## src/design/jsu_pkg.sv

```systemverilog
// Constants, state codes and carrier types for the JTAG security unlock block
package jsu_pkg;

    // ==========================================================
    // Code and address layout
    localparam int          CODE_W           = 128;
    localparam logic [31:0] OTP_CODE_ADDR    = 32'hf000_0000;
    localparam int          IR_W             = 4;

    // ==========================================================
    // Instruction codes of the security unit's TAP
    localparam logic [3:0]  IR_UNLOCK        = 4'hb;
    localparam logic [3:0]  IR_BSCAN         = 4'h1;
    localparam logic [3:0]  IR_BYPASS        = 4'hf;
    localparam logic [3:0]  IR_CAPTURE       = 4'h1;

    // ==========================================================
    // Routing of the debug router
    localparam int          SEC_TAP_N        = 4;
    localparam int          SEC_TAP_SECURITY = 2;

    // ==========================================================
    // Hidden tie-offs and hidden compare value; arbitrary defaults
    localparam logic [127:0] TIE_OFF_DEFAULT  = {4{32'h5a3c_96e1}};
    localparam logic [127:0] FACTORY_DEFAULT  = {4{32'hffff_ffff}};

    // ==========================================================
    // Timing of the sampled test clock
    localparam real         CLOCK_PERIOD_NS  = 5.0;
    localparam int          SYNC_STAGES      = 2;

    // ==========================================================
    // TAP controller states
    typedef enum logic [3:0] {
        TAP_RESET     = 4'hf,
        TAP_IDLE      = 4'hc,
        TAP_SEL_DR    = 4'h7,
        TAP_CAP_DR    = 4'h6,
        TAP_SHIFT_DR  = 4'h2,
        TAP_EXIT1_DR  = 4'h1,
        TAP_PAUSE_DR  = 4'h3,
        TAP_EXIT2_DR  = 4'h0,
        TAP_UPD_DR    = 4'h5,
        TAP_SEL_IR    = 4'h4,
        TAP_CAP_IR    = 4'he,
        TAP_SHIFT_IR  = 4'ha,
        TAP_EXIT1_IR  = 4'h9,
        TAP_PAUSE_IR  = 4'hb,
        TAP_EXIT2_IR  = 4'h8,
        TAP_UPD_IR    = 4'hd
    } jsu_tap_state_t;

    // ==========================================================
    // Carriers
    typedef struct packed {
        logic tck;
        logic tms;
        logic tdi;
    } jsu_jtag_in_t;

    typedef struct packed {
        logic [SEC_TAP_N-1:0] sec_tap_en;
        logic                 test_tap_en;
        logic                 bscan_en;
    } jsu_route_t;

endpackage : jsu_pkg

```

## src/design/jsu_sync.sv

```systemverilog
// Two-stage synchroniser for inputs from outside the CLOCK domain
`timescale 1ns/1ps
module jsu_sync #(
    parameter int W = 1
) (
    input  wire logic         CLOCK,
    input  wire logic [W-1:0] d,
    output logic      [W-1:0] q
);
    logic [W-1:0] meta;

    // First stage feeds only the second; no reset so no constant glitch
    always_ff @(posedge CLOCK) begin
        meta <= d;
        q    <= meta;
    end
endmodule : jsu_sync

```

## src/design/jsu_jtag_security_unlock.sv

```systemverilog
// JTAG security unit: scan unlock register, unlock compare and TAP gating
//
// Contract
// XOR OTP visible code with scan unlock register
// Mix tie-offs, compare hidden value, drive unlock
// OTP code read-only; cleared bits lock device
// All-zero visible code keeps device locked forever
// IR 0b1011 selects scan unlock register
// Tester scans value restoring factory code
// Only power-on reset clears scan unlock register
// Locked: only secondary TAP 2 reachable
// Boundary scan from TDI through chain to TDO
// Unlock evaluated continuously, gating follows promptly
`timescale 1ns/1ps
module jsu_jtag_security_unlock #(
    parameter logic [127:0] TIE_OFF      = jsu_pkg::TIE_OFF_DEFAULT,
    parameter logic [127:0] FACTORY_CODE = jsu_pkg::FACTORY_DEFAULT
) (
    input  wire logic                             CLOCK,
    input  wire logic                             RESET,
    input  wire logic                             POWER_ON_RESET_N,
    input  wire jsu_pkg::jsu_jtag_in_t            JTAG_IN,
    output logic                                  TEST_DATA_OUT,
    output logic                                  TEST_DATA_OUT_EN,
    output logic                                  RETURNED_TEST_CLOCK,
    input  wire logic [jsu_pkg::CODE_W-1:0]       OTP_UNLOCK_CODE,
    input  wire jsu_pkg::jsu_route_t              ROUTE_REQUEST,
    output jsu_pkg::jsu_route_t                   ROUTE_GRANT,
    output logic                                  UNLOCK,
    output logic                                  BSCAN_SERIAL_OUT,
    output logic                                  BSCAN_SHIFT,
    input  wire logic                             BSCAN_SERIAL_IN
);
    import jsu_pkg::*;

    // ==========================================================
    // Synchronisers
    logic [4:0]     pin_sync;
    jsu_jtag_in_t   jtag;
    logic           por_n;
    logic           bscan_ret;

    jsu_sync #(
        .W (5)
    ) u_sync (
        .CLOCK (CLOCK),
        .d     ({JTAG_IN.tck, JTAG_IN.tms, JTAG_IN.tdi, POWER_ON_RESET_N, BSCAN_SERIAL_IN}),
        .q     (pin_sync)
    );

    // Synchronised pins by name
    assign jtag      = pin_sync[4:2];
    assign por_n     = pin_sync[1];
    assign bscan_ret = pin_sync[0];

    // ==========================================================
    // Test clock edge detection
    logic tck_prev;
    wire  tck_rise = jtag.tck & ~tck_prev;
    wire  tck_fall = ~jtag.tck & tck_prev;

    // Edge history; the returned clock shows where the sampling really lands
    always_ff @(posedge CLOCK) begin
        if (RESET) begin
            tck_prev            <= 1'b0;
            RETURNED_TEST_CLOCK <= 1'b0;
        end else begin
            tck_prev            <= jtag.tck;
            RETURNED_TEST_CLOCK <= jtag.tck;
        end
    end

    // ==========================================================
    // TAP controller
    jsu_tap_state_t state;
    jsu_tap_state_t next_state;

    function automatic jsu_tap_state_t tap_next(input jsu_tap_state_t s, input logic tms);
        unique case (s)
            TAP_RESET:    tap_next = tms ? TAP_RESET    : TAP_IDLE;
            TAP_IDLE:     tap_next = tms ? TAP_SEL_DR   : TAP_IDLE;
            TAP_SEL_DR:   tap_next = tms ? TAP_SEL_IR   : TAP_CAP_DR;
            TAP_CAP_DR:   tap_next = tms ? TAP_EXIT1_DR : TAP_SHIFT_DR;
            TAP_SHIFT_DR: tap_next = tms ? TAP_EXIT1_DR : TAP_SHIFT_DR;
            TAP_EXIT1_DR: tap_next = tms ? TAP_UPD_DR   : TAP_PAUSE_DR;
            TAP_PAUSE_DR: tap_next = tms ? TAP_EXIT2_DR : TAP_PAUSE_DR;
            TAP_EXIT2_DR: tap_next = tms ? TAP_UPD_DR   : TAP_SHIFT_DR;
            TAP_UPD_DR:   tap_next = tms ? TAP_SEL_DR   : TAP_IDLE;
            TAP_SEL_IR:   tap_next = tms ? TAP_RESET    : TAP_CAP_IR;
            TAP_CAP_IR:   tap_next = tms ? TAP_EXIT1_IR : TAP_SHIFT_IR;
            TAP_SHIFT_IR: tap_next = tms ? TAP_EXIT1_IR : TAP_SHIFT_IR;
            TAP_EXIT1_IR: tap_next = tms ? TAP_UPD_IR   : TAP_PAUSE_IR;
            TAP_PAUSE_IR: tap_next = tms ? TAP_EXIT2_IR : TAP_PAUSE_IR;
            TAP_EXIT2_IR: tap_next = tms ? TAP_UPD_IR   : TAP_SHIFT_IR;
            TAP_UPD_IR:   tap_next = tms ? TAP_SEL_DR   : TAP_IDLE;
        endcase
    endfunction : tap_next

    assign next_state = tap_next(state, jtag.tms);

    // Power-on reset also puts the TAP in a known state
    wire logic_reset = RESET | ~por_n;

    // State advances on the sampled rising test clock edge
    always_ff @(posedge CLOCK) begin
        if (logic_reset) begin
            state <= TAP_RESET;
        end else if (tck_rise) begin
            state <= next_state;
        end
    end

    // ==========================================================
    // Unlock evaluation and instruction decode
    logic [CODE_W-1:0] scan_unlock_register;
    logic [IR_W-1:0]   ir;
    logic              unlocked;

    wire [CODE_W-1:0] xor_code    = OTP_UNLOCK_CODE ^ scan_unlock_register;
    wire [CODE_W-1:0] mixed_code  = xor_code ^ TIE_OFF;
    wire [CODE_W-1:0] hidden_code = FACTORY_CODE ^ TIE_OFF;
    // Cleared OTP bits break the match; the code is never written here
    wire              code_match  = (mixed_code == hidden_code);
    wire              code_valid  = |OTP_UNLOCK_CODE;
    // Evaluated from live contents every cycle, no sequencing needed
    wire              next_unlock = code_valid & code_match;

    wire sel_unlock_dr = (ir == IR_UNLOCK);
    // Boundary scan instruction is dead while locked, falls to bypass
    wire sel_bscan_dr  = (ir == IR_BSCAN) & unlocked;
    wire in_shift_dr   = (state == TAP_SHIFT_DR);
    wire in_shift_ir   = (state == TAP_SHIFT_IR);

    // Unlock flag registered so gating outputs come from flip-flops
    always_ff @(posedge CLOCK) begin
        if (RESET) begin
            unlocked <= 1'b0;
        end else begin
            unlocked <= next_unlock;
        end
    end

    // ==========================================================
    // Instruction and data shift paths
    logic [IR_W-1:0]   ir_shift;
    logic [CODE_W-1:0] dr_shift;
    logic              bypass;

    // Capture of the unlock path reads zeros so the secret never leaks out
    always_ff @(posedge CLOCK) begin
        if (logic_reset) begin
            ir       <= IR_BYPASS;
            ir_shift <= IR_CAPTURE;
            dr_shift <= '0;
            bypass   <= 1'b0;
        end else if (tck_rise) begin
            unique case (state)
                TAP_RESET:    ir       <= IR_BYPASS;
                TAP_CAP_IR:   ir_shift <= IR_CAPTURE;
                TAP_SHIFT_IR: ir_shift <= {jtag.tdi, ir_shift[IR_W-1:1]};
                TAP_UPD_IR:   ir       <= ir_shift;
                TAP_CAP_DR: begin
                    dr_shift <= '0;
                    bypass   <= 1'b0;
                end
                TAP_SHIFT_DR: begin
                    if (sel_unlock_dr) begin
                        dr_shift <= {jtag.tdi, dr_shift[CODE_W-1:1]};
                    end
                    bypass <= jtag.tdi;
                end
                default: begin
                end
            endcase
        end
    end

    // ==========================================================
    // Scan unlock register; system reset and TAP reset leave it alone
    always_ff @(posedge CLOCK) begin
        if (!por_n) begin
            scan_unlock_register <= '0;
        end else if (tck_rise && state == TAP_UPD_DR && sel_unlock_dr) begin
            scan_unlock_register <= dr_shift;
        end
    end

    // ==========================================================
    // Test data out, changed on the falling test clock edge
    wire tdo_bit = in_shift_ir   ? ir_shift[0] :
                   sel_unlock_dr ? dr_shift[0] :
                   sel_bscan_dr  ? bscan_ret   : bypass;

    always_ff @(posedge CLOCK) begin
        if (logic_reset) begin
            TEST_DATA_OUT    <= 1'b0;
            TEST_DATA_OUT_EN <= 1'b0;
        end else if (tck_fall) begin
            TEST_DATA_OUT    <= tdo_bit;
            TEST_DATA_OUT_EN <= in_shift_ir | in_shift_dr;
        end
    end

    // ==========================================================
    // Boundary-scan chain hookup: TDI in, chain return to TDO
    always_ff @(posedge CLOCK) begin
        if (logic_reset) begin
            BSCAN_SERIAL_OUT <= 1'b0;
            BSCAN_SHIFT      <= 1'b0;
        end else begin
            BSCAN_SERIAL_OUT <= jtag.tdi;
            BSCAN_SHIFT      <= sel_bscan_dr & in_shift_dr & tck_rise;
        end
    end

    // ==========================================================
    // Router gating; the security unit's own path is never cut
    jsu_route_t next_grant;

    always_comb begin
        next_grant             = '0;
        next_grant.sec_tap_en  = ROUTE_REQUEST.sec_tap_en & {SEC_TAP_N{unlocked}};
        next_grant.sec_tap_en[SEC_TAP_SECURITY] = ROUTE_REQUEST.sec_tap_en[SEC_TAP_SECURITY];
        next_grant.test_tap_en = ROUTE_REQUEST.test_tap_en & unlocked;
        next_grant.bscan_en    = ROUTE_REQUEST.bscan_en & unlocked;
    end

    // Gate and flag registered together so they never disagree
    always_ff @(posedge CLOCK) begin
        if (RESET) begin
            ROUTE_GRANT <= '0;
            UNLOCK      <= 1'b0;
        end else begin
            ROUTE_GRANT <= next_grant;
            UNLOCK      <= unlocked;
        end
    end

endmodule : jsu_jtag_security_unlock

```

## config.mk

```make
export PLATFORM = sky130hd
export DESIGN_NAME = jsu_jtag_security_unlock
export DESIGN_NICKNAME = d
export VERILOG_FILES = /design/src/design/jsu_pkg.sv /design/src/design/jsu_sync.sv /design/src/design/jsu_jtag_security_unlock.sv
export SDC_FILE = /design/constraint.sdc
export NUM_CORES = 1
export LEC_CHECK = 0
export BUFFER_PORTS_ARGS = -buffer_cell sky130_fd_sc_hd__buf_2
export CAP_MARGIN = 20
export CORE_ASPECT_RATIO = 0.75
export CORE_MARGIN = 4
export CORE_UTILIZATION = 40
export DETAILED_ROUTE_END_ITERATION = 16
export GPL_TIMING_DRIVEN = 0
export PLACE_DENSITY = 0.56
export SLEW_MARGIN = 20
export SYNTH_ARGS = -nofsm -noshare
export SYNTH_HDL_FRONTEND = slang
export SYNTH_SLANG_ARGS = --single-unit
```

## constraint.sdc

```tcl
create_clock -name CLOCK -period 2.3 [get_ports CLOCK]
set_clock_uncertainty 0.2 [all_clocks]
set_input_delay 0.345 -clock CLOCK [delete_from_list [all_inputs] [get_ports CLOCK]]
set_output_delay 0.345 -clock CLOCK [all_outputs]
set_load 0.02 [all_outputs]
```

==> out/qor.csv, run 1 <==
metric,value,unit
status,finished clean,
antenna_found_initial,3,
cts_htree_levels,1,
area_growth_syn_to_layout,20.7,%
finalCritPeriodShare,99.9,%
setup_violations,0,
setup_tns,0,ns
layout_min_cycle_time,2.30,ns
max_stage_delay,0.79,ns
drc,0,
cp_common_cell,nor4_1,
io_pins,153,
yosysUniqueCellTypes,43,
drtPass1Iterations,5,
die_w,210,um
ys_seq_elements,292,
ys_seq_area_share,47.9,%
fin_worst_hold_slack,0.0366,ns
wire_per_inst,20.4,um
slew-limit-headroom,33.0,%
hold_viol_final,0,
overflow,0,
dpl_cell_area,13500,um2
clockRootBuffer,clkbuf_16,
clk_pin_slew,0.06,ns
port_buffers,152,
power_density,725,nW/um2
cpLargestDelayFamily,simple AND/OR/NAND/NOR gates,
syn_avg_cell_area,8.20,um2
syn_nets,1628,
grt_usage,24.6,%
ir_drop,0.433,mV
worst_ep_required_time,2.51,ns
end_kind,register,
n_fill_cell,2946,
synth-warning-count,0,
cts_buffers,30,
drive_gt1_share,16.9,%
ant_nets,0,
final_common_cell,nand2_1,
cts_tree,done,
routed_wl,43.1,mm
tightestPinTransition,1.01,ns
min_path_type,input port to register,
grt_pass1_wl,64.3,mm
syn_area,12200,um2
die_area,33400,um2
max_cap_viol_count,0,
clkSinkCount,292,
post-route-util,48.9,%
fin_nets,1827,
cp_cell_sequence,"buf_2, nor4_1, nand4_1, nor4_1, a2111oi_4",
clk_latency,0.56,ns
core,30100,um2
max-clock-path-buffers,3,
die_h,159,um
drv_slew,0,
syn_inst,1487,
avgViaCountPerCell,5.44,
gp_congestion,0.988,
cp_max_fo,2,
dp_hpwl,32.8,mm
cp.arrival,2.51,ns
drtIter0Drc,1040,
final_cell_mix,"398 x nand2_1, 292 x dfxtp_1, 177 x buf_2",
crit_path_start_kind,input port,
cp_slowest_cell,nor4_1,
fp-row-count,55,
num_vias,11500,
grt_pass1_vias,10700,
path_class,input port to register,
design_area,14700,um2
cellLeakagePower,0.00515,uW
grt_max_degree,15,
path_buf_inv,1,
fmax,435,MHz
floorplan.initialDensity,40.5,%
[final cells by class]
cell class              count  area (um2)  area share, %
clock buffers              43         911           6.19
inverters                   2        7.51         0.0510
diodes                      3        7.51         0.0510
plain buffers             103         552           3.75
flip-flops and latches    292        5850           39.7
repair buffers            168         916           6.22
clock inverters            10         106          0.723
multi-input cells        1089        5870           39.9
well taps                 399         499           3.39
[synth_stat cells]
master     instances  share of area (%)
o21a_1             1              0.062
o221ai_1           1              0.072
nor3b_1            3               0.18
nand4_1           33                1.7
o22ai_1           11               0.56
nor3_1             8               0.33
inv_1              2              0.062
a21oi_1          148                6.1
a221o_1            1              0.082
a211oi_1           4               0.25
nor3b_4            1               0.15
nand2b_1           2               0.10
and3_1             2               0.10
mux2i_1            2               0.16
a2111oi_1          1              0.082
nand3_1          132                5.4
a211oi_2           1               0.10
nand2_1          398                 12
xor2_1            65                4.7
and2_1             7               0.36
nor2b_1            7               0.36
mux2_2             1              0.092
a21boi_0         128                7.9
xnor2_1           15                1.1
buf_4             16               0.99
a221oi_2           1               0.12
nand2_2            1              0.051
buf_1              1              0.031
a31oi_1            3               0.15
clkbuf_1          58                1.8
a22oi_1            5               0.31
a22o_1             1              0.072
a31o_2             1              0.072
o2111ai_1          6               0.43
dfxtp_1          292                 48
buf_2             25                1.0
a221oi_1           5               0.36
o21ai_0           17               0.70
o211ai_1           2               0.12
buf_6              4               0.37
nor4_1            47                2.4
nor2_1            27               0.83
or3_1              1              0.051
[power by group]
group	total [uW]	internal, uW	switching [uW]
clock network	5030	2960	2070
logic	556	210	346
registers	5080	5070	10.5
total	10700	8240	2430
[sequential cells by signal (all words and copies together), names as in the netlist, 4 cells and up]
register              count
dr_shift                128
scan_unlock_register    128
ROUTE_GRANT               6
u_sync.meta               5
u_sync.q                  5
ir                        4
ir_shift                  4
state                     4
[per-stage QoR]
| stage | total power, uW | setup WS, ns | std cells |
|---|---|---|---|
| global route | 11000 | -0.00120 | 2109 |
| CTS | 10700 | 0.00640 | 2105 |
| global placement | 5720 | -0.590 | 2038 |
| detailed placement | 5720 | -0.656 | 2038 |
| floorplan | 5380 | 0.423 | 1487 |
| finish | 10700 | 0.00250 | 2109 |
[layer usage]
| metal | wire length [um] | global-route usage [%] | share of wire (%) |
|---|---|---|---|
| met5 | 0 | 0 | 0 |
| met4 | 1300 | 6.40 | 3.0 |
| met3 | 3240 | 3.88 | 7.5 |
| met2 | 18200 | 36.6 | 42 |
| met1 | 20300 | 37.3 | 47 |
[worst reg2reg max path, delay by kind of cell (launching register included)]
family	cells	cell delay, ns
and+or+nand+nor	2	0.58
AOI/OAI and AO/OA	4	0.87
DFF	1	0.47
[path summary, 6_finish.rpt]
kind | from | to | slack [ns] | depth (start not counted)
worst max-delay path | OTP_UNLOCK_CODE[3] | unlocked | 0.002 | 5
worst min-delay path | RESET | UNLOCK | 0.04 | 2
worst max register to register | scan_unlock_register[120] | unlocked | 0.08 | 6
worst min register to register | u_sync.meta[4] | u_sync.q[4] | 0.12 | 0
[cells by family after synthesis]
| group | Yosys count | synth area share, % |
|---|---|---|
| AND/OR/NAND/NOR | 669 | 24.3 |
| AO/OA/AOI/OAI | 337 | 17.5 |
| flip-flops | 292 | 47.9 |
| buffers and inverters | 106 | 4.26 |
| XOR/XNOR | 80 | 5.75 |
| multiplexers | 3 | 0.257 |
[timing repair]
| item | in CTS | in global routing |
|---|---|---|
| pin swaps | 0 | 2 |
| hold buffers | 14 | 0 |
| cloned | 0 | 0 |
| gates resized for setup | 20 | 30 |
| buffers inserted | 0 | 2 |
| endpoints found under the setup margin | 217 | 240 |
| hold endpoints to repair | 13 | 0 |
Power figures use the tool's default switching activity.
==> run 2, diff against run 1 <==
- PLACE_DENSITY: 0.56 -> 0.62
==> out/qor.csv, run 2 (synthesis results as in run 1) <==
metric,value,unit,change
routed_wl,42.8,mm,was 43.1 mm
fin_cells,2109,,unchanged
cts_tree,done,,unchanged
wire_per_inst,20.3,um,was 20.4 um
reg.largest.list,"dr_shift: 128 flops, scan_unlock_register: 128 flops, ROUTE_GRANT: 6 flops",,unchanged
register_area,5850,um2,unchanged
worst_slack,0.0203,ns,was 0.00250 ns
cts_htree_levels,1,,unchanged
multi_input_area,5890,um2,was 5870 um2
clockRootBuffer,clkbuf_16,,unchanged
fmax,439,MHz,was 435 MHz
status,finished clean,,unchanged
fp-row-count,55,,unchanged
core,30100,um2,unchanged
clkSinkCount,292,,unchanged
n_fill_cell,2928,,was 2946
cellLeakagePower,0.00515,uW,about the same
drc,0,,unchanged
die_h,159,um,unchanged
fin_total_pwr,10800,uW,was 10700 uW
grt_usage,24.6,%,about the same
max-clock-path-buffers,3,,unchanged
die_w,210,um,unchanged
ant_nets,0,,unchanged
avgViaCountPerCell,5.49,,was 5.44
setup_violations,0,,unchanged
min_path_type,input port to register,,unchanged
cp.arrival,2.55,ns,was 2.51 ns
cts_buffers,30,,unchanged
clk_pin_slew,0.06,ns,about the same
worst_ep_required_time,2.57,ns,was 2.51 ns
io_pins,153,,unchanged
dp_hpwl,33.1,mm,was 32.8 mm
finalCritPeriodShare,99.1,%,was 99.9%
design_area,14800,um2,was 14700 um2
grt_pass1_vias,10900,,was 10700
crit_path_start_kind,register,,was input port
hold_viol_final,0,,unchanged
grt_pass1_wl,64.3,mm,about the same
max_cap_viol_count,0,,unchanged
drv_slew,0,,unchanged
dpl.cell_count,2038,,unchanged
num_vias,11600,,was 11500
die_area,33400,um2,unchanged
fin_nets,1826,,was 1827
final_common_cell,nand2_1,,unchanged
place_ws,-0.590,ns,was -0.656 ns
drive_gt1_share,16.9,%,about the same
drtIter0Drc,1119,,was 1040
path_class,register to register,,was input port to register
ir_drop,0.548,mV,was 0.433 mV
port_buffers,152,,unchanged
area_growth_syn_to_layout,21.0,%,was 20.7%
floorplan.initialDensity,40.5,%,unchanged
power_density,732,nW/um2,was 725 nW/um2
clk_latency,0.59,ns,was 0.56 ns
layout_min_cycle_time,2.28,ns,was 2.30 ns
drtPass1Iterations,5,,unchanged
cp_max_fo,3,,was 2
dpl_cell_area,13500,um2,unchanged
gp_congestion,1.00,,was 0.988
rsz0062_at_grt,yes,,
overflow,0,,unchanged
antenna_found_initial,1,,was 3
grt_max_degree,17,,was 15
tightestPinTransition,1.04,ns,was 1.01 ns
slew-limit-headroom,30.3,%,was 33.0%
final_cell_mix,"398 x nand2_1, 292 x dfxtp_1, 177 x buf_2",,unchanged
end_kind,register,,unchanged
## run 2: critical path, cell delays in order (launching register included)
cell       delay, ns
dfxtp_1         0.46
o22ai_1         0.13
a211oi_1        0.27
o2111ai_1       0.16
nor4_1          0.33
nand4_1         0.20
a2111oi_4       0.40
## run 2: layout make-up
| type | count | area share [%] |
|---|---|---|
| inverter | 2 | 0.0509 |
| timing repair buffer | 167 | 6.15 |
| multi-input combinational | 1089 | 39.9 |
| buffer | 103 | 3.70 |
| sequential | 292 | 39.6 |
| clock buffer | 36 | 5.51 |
| clock inverter | 20 | 1.64 |
| tap | 399 | 3.38 |
| antenna | 1 | 0.0170 |
## run 2: worst paths after layout
check,startpoint,slack (ns),cells past startpoint,end
setup / recovery,scan_unlock_register[120],0.02,6,unlocked
hold / removal,RESET,0.0006,2,UNLOCK
setup reg to reg,scan_unlock_register[120],0.02,6,unlocked
hold reg to reg,u_sync.meta[4],0.13,0,u_sync.q[4]
## run 2: power breakdown
group          internal, uW  switching (uW)
Clock                  3000            2170
Combinational           210             345
Sequential             5070            10.2
Total                  8270            2530
## run 2: repair_timing
| item | CTS | global route |
|---|---|---|
| endpoints found under the hold margin | 13 | 0 |
| setup buffers | 0 | 1 |
| setup endpoints to repair | 138 | 239 |
| pin swaps | 0 | 3 |
| hold buffers | 14 | 0 |
| gates resized for setup | 12 | 39 |
## run 2: metrics by stage
stage	setup TNS, ns	hold WS [ns]	util [%]
floorplan	0	0.110	-
global placement	-37.49	0.111	44.7
detailed placement	-38.62	0.114	44.7
CTS	0	0.00789	48.8
global route	-0.146	0.0238	49.1
finish	0	0.000643	49.1
## run 2: metal layers
metal | vias up | wire length, um | GRT usage, %
met4 | 0 | 1170 | 6.29
li1 | 5532 | - | -
met1 | 5536 | 19500 | 36.1
met3 | 77 | 3690 | 4.63
met2 | 436 | 18400 | 37.2
met5 | - | 0 | 0
==> run 3, diff against run 2 <==
- clock period: 2.3 -> 2.8 ns (I/O delays scaled with it)
==> out/qor.csv, run 3 (synthesis results as in run 1) <==
metric,value,unit,change
busiest_layer,met2,,unchanged
dp_hpwl,33.1,mm,unchanged
cp.arrival,2.85,ns,was 2.55 ns
floorplan.initialDensity,40.5,%,unchanged
power_density,606,nW/um2,was 732 nW/um2
clk_pin_slew,0.06,ns,about the same
die_h,159,um,unchanged
grt_pass1_vias,10800,,was 10900
rsz0062_at_grt,no,,was yes
grt_pass1_wl,64.3,mm,about the same
routed_wl,42.8,mm,about the same
hold_viol_final,0,,unchanged
dpl_cell_area,13500,um2,unchanged
clk_latency,0.59,ns,about the same
antenna_found_initial,1,,unchanged
finalCritPeriodShare,93.9,%,was 99.1%
place_ws,-0.165,ns,was -0.590 ns
setup_violations,0,,unchanged
drive_gt1_share,15.1,%,was 16.9%
clkSinkCount,292,,unchanged
final_cell_mix,"398 x nand2_1, 292 x dfxtp_1, 177 x buf_2",,unchanged
fin_worst_hold_slack,0.0747,ns,was 0.000643 ns
drtPass1Iterations,5,,unchanged
clockRootBuffer,clkbuf_16,,unchanged
port_buffers,152,,unchanged
max_cap_viol_count,0,,unchanged
avgViaCountPerCell,5.48,,was 5.49
drtIter0Drc,1091,,was 1119
cp_max_fo,2,,was 3
fmax,380,MHz,was 439 MHz
min_path_type,input port to register,,unchanged
num_vias,11600,,about the same
ant_nets,0,,unchanged
tightestPinTransition,1.03,ns,was 1.04 ns
final_common_cell,nand2_1,,unchanged
drc,0,,unchanged
cts_setup_buffers,0,,unchanged
design_area,14600,um2,was 14800 um2
cts_buffers,30,,unchanged
cellLeakagePower,0.00508,uW,was 0.00515 uW
path_class,register to register,,unchanged
fp-row-count,55,,unchanged
worst_slack,0.170,ns,was 0.0203 ns
ir_drop,0.451,mV,was 0.548 mV
drv_slew,0,,unchanged
overflow,0,,unchanged
layout_min_cycle_time,2.63,ns,was 2.28 ns
reg.largest.list,"dr_shift: 128 flops, scan_unlock_register: 128 flops, ROUTE_GRANT: 6 flops",,unchanged
core,30100,um2,unchanged
grt_max_degree,17,,unchanged
worst_ep_required_time,3.02,ns,was 2.57 ns
crit_path_start_kind,register,,unchanged
die_area,33400,um2,unchanged
max-clock-path-buffers,3,,unchanged
wire_per_inst,20.3,um,about the same
status,finished clean,,unchanged
gp_congestion,1.00,,unchanged
end_kind,register,,unchanged
met3_usage,4.67,%,was 4.63%
grt_usage,24.6,%,about the same
die_w,210,um,unchanged
gr-usage-met2,37.2,%,about the same
slew-limit-headroom,30.9,%,was 30.3%
io_pins,153,,unchanged
cts_htree_levels,1,,unchanged
cts_tree,done,,unchanged
use_met1,36.1,%,unchanged
area_growth_syn_to_layout,20.1,%,was 21.0%
fin_nets,1825,,was 1826
[run 3: changes by cell type in the layout (fill, tap and decap cells not counted), moves of 2 or more]
cell / change
xor2_2: -2
nor4_2: -2
clkbuf_1: +20
clkbuf_4: -2
clkbuf_2: -17
xor2_1: +2
nor4_1: +2
[run 3: layer usage]
layer  part of all wire [%]  up-vias  wire length (um)
li1                       -     5532                 -
met1                     46     5530             19700
met2                     43      414             18400
met3                    8.1       78              3470
met4                    2.8        0              1180
met5                      0        -                 0
[run 3: worst max-delay path, stage by stage, from the launching register on]
cell and delay [ns]:
dfxtp_1 0.35, xor2_1 0.45, nand4_1 0.16, nor4_1 0.41, nand4_1 0.17, a2111oi_1 0.73
[run 3: power breakdown]
group	total, uW	internal [uW]	switching (uW)
sequential	4170	4160	8.36
clock	4250	2460	1790
combinational	450	170	280
total	8870	6790	2080
[run 3: path summary, 6_finish.rpt]
check                                         startpoint           to  slack, ns  cells after the start
worst max-delay path            scan_unlock_register[72]     unlocked       0.17                      5
worst max register to register  scan_unlock_register[72]     unlocked       0.17                      5
worst min-delay path                               RESET       UNLOCK       0.07                      2
worst min register to register            u_sync.meta[4]  u_sync.q[4]       0.13                      0
[run 3: per-stage QoR]
| step | setup TNS (ns) | utilization, % | power, uW | instances |
|---|---|---|---|---|
| 2_1_floorplan | 0 | - | 4420 | 1487 |
| 3_3_place_gp | -3.05 | 44.7 | 4690 | 2038 |
| 3_5_place_dp | -4.01 | 44.7 | 4690 | 2038 |
| 4_1_cts | 0 | 48.7 | 8910 | 2107 |
| 5_1_grt | 0 | 48.7 | 9120 | 2108 |
| 6_report | 0 | 48.7 | 8870 | 2108 |
[run 3: area by class of cell]
class,count,area [um2]
antenna,1,2.50
buffer,104,513
clock buffer,36,813
clock inverter,20,243
fill,2931,15400
inverter,2,7.51
multi-input combinational,1089,5830
sequential,292,5850
tap,399,499
timing repair buffer,165,891
[run 3: what timing repair did]
| action | CTS | global route |
|---|---|---|
| resized for setup | 0 | 4 |
| endpoints found under the setup margin | 0 | 3 |
| hold buffers | 13 | 0 |
| hold endpoints to repair | 12 | 0 |
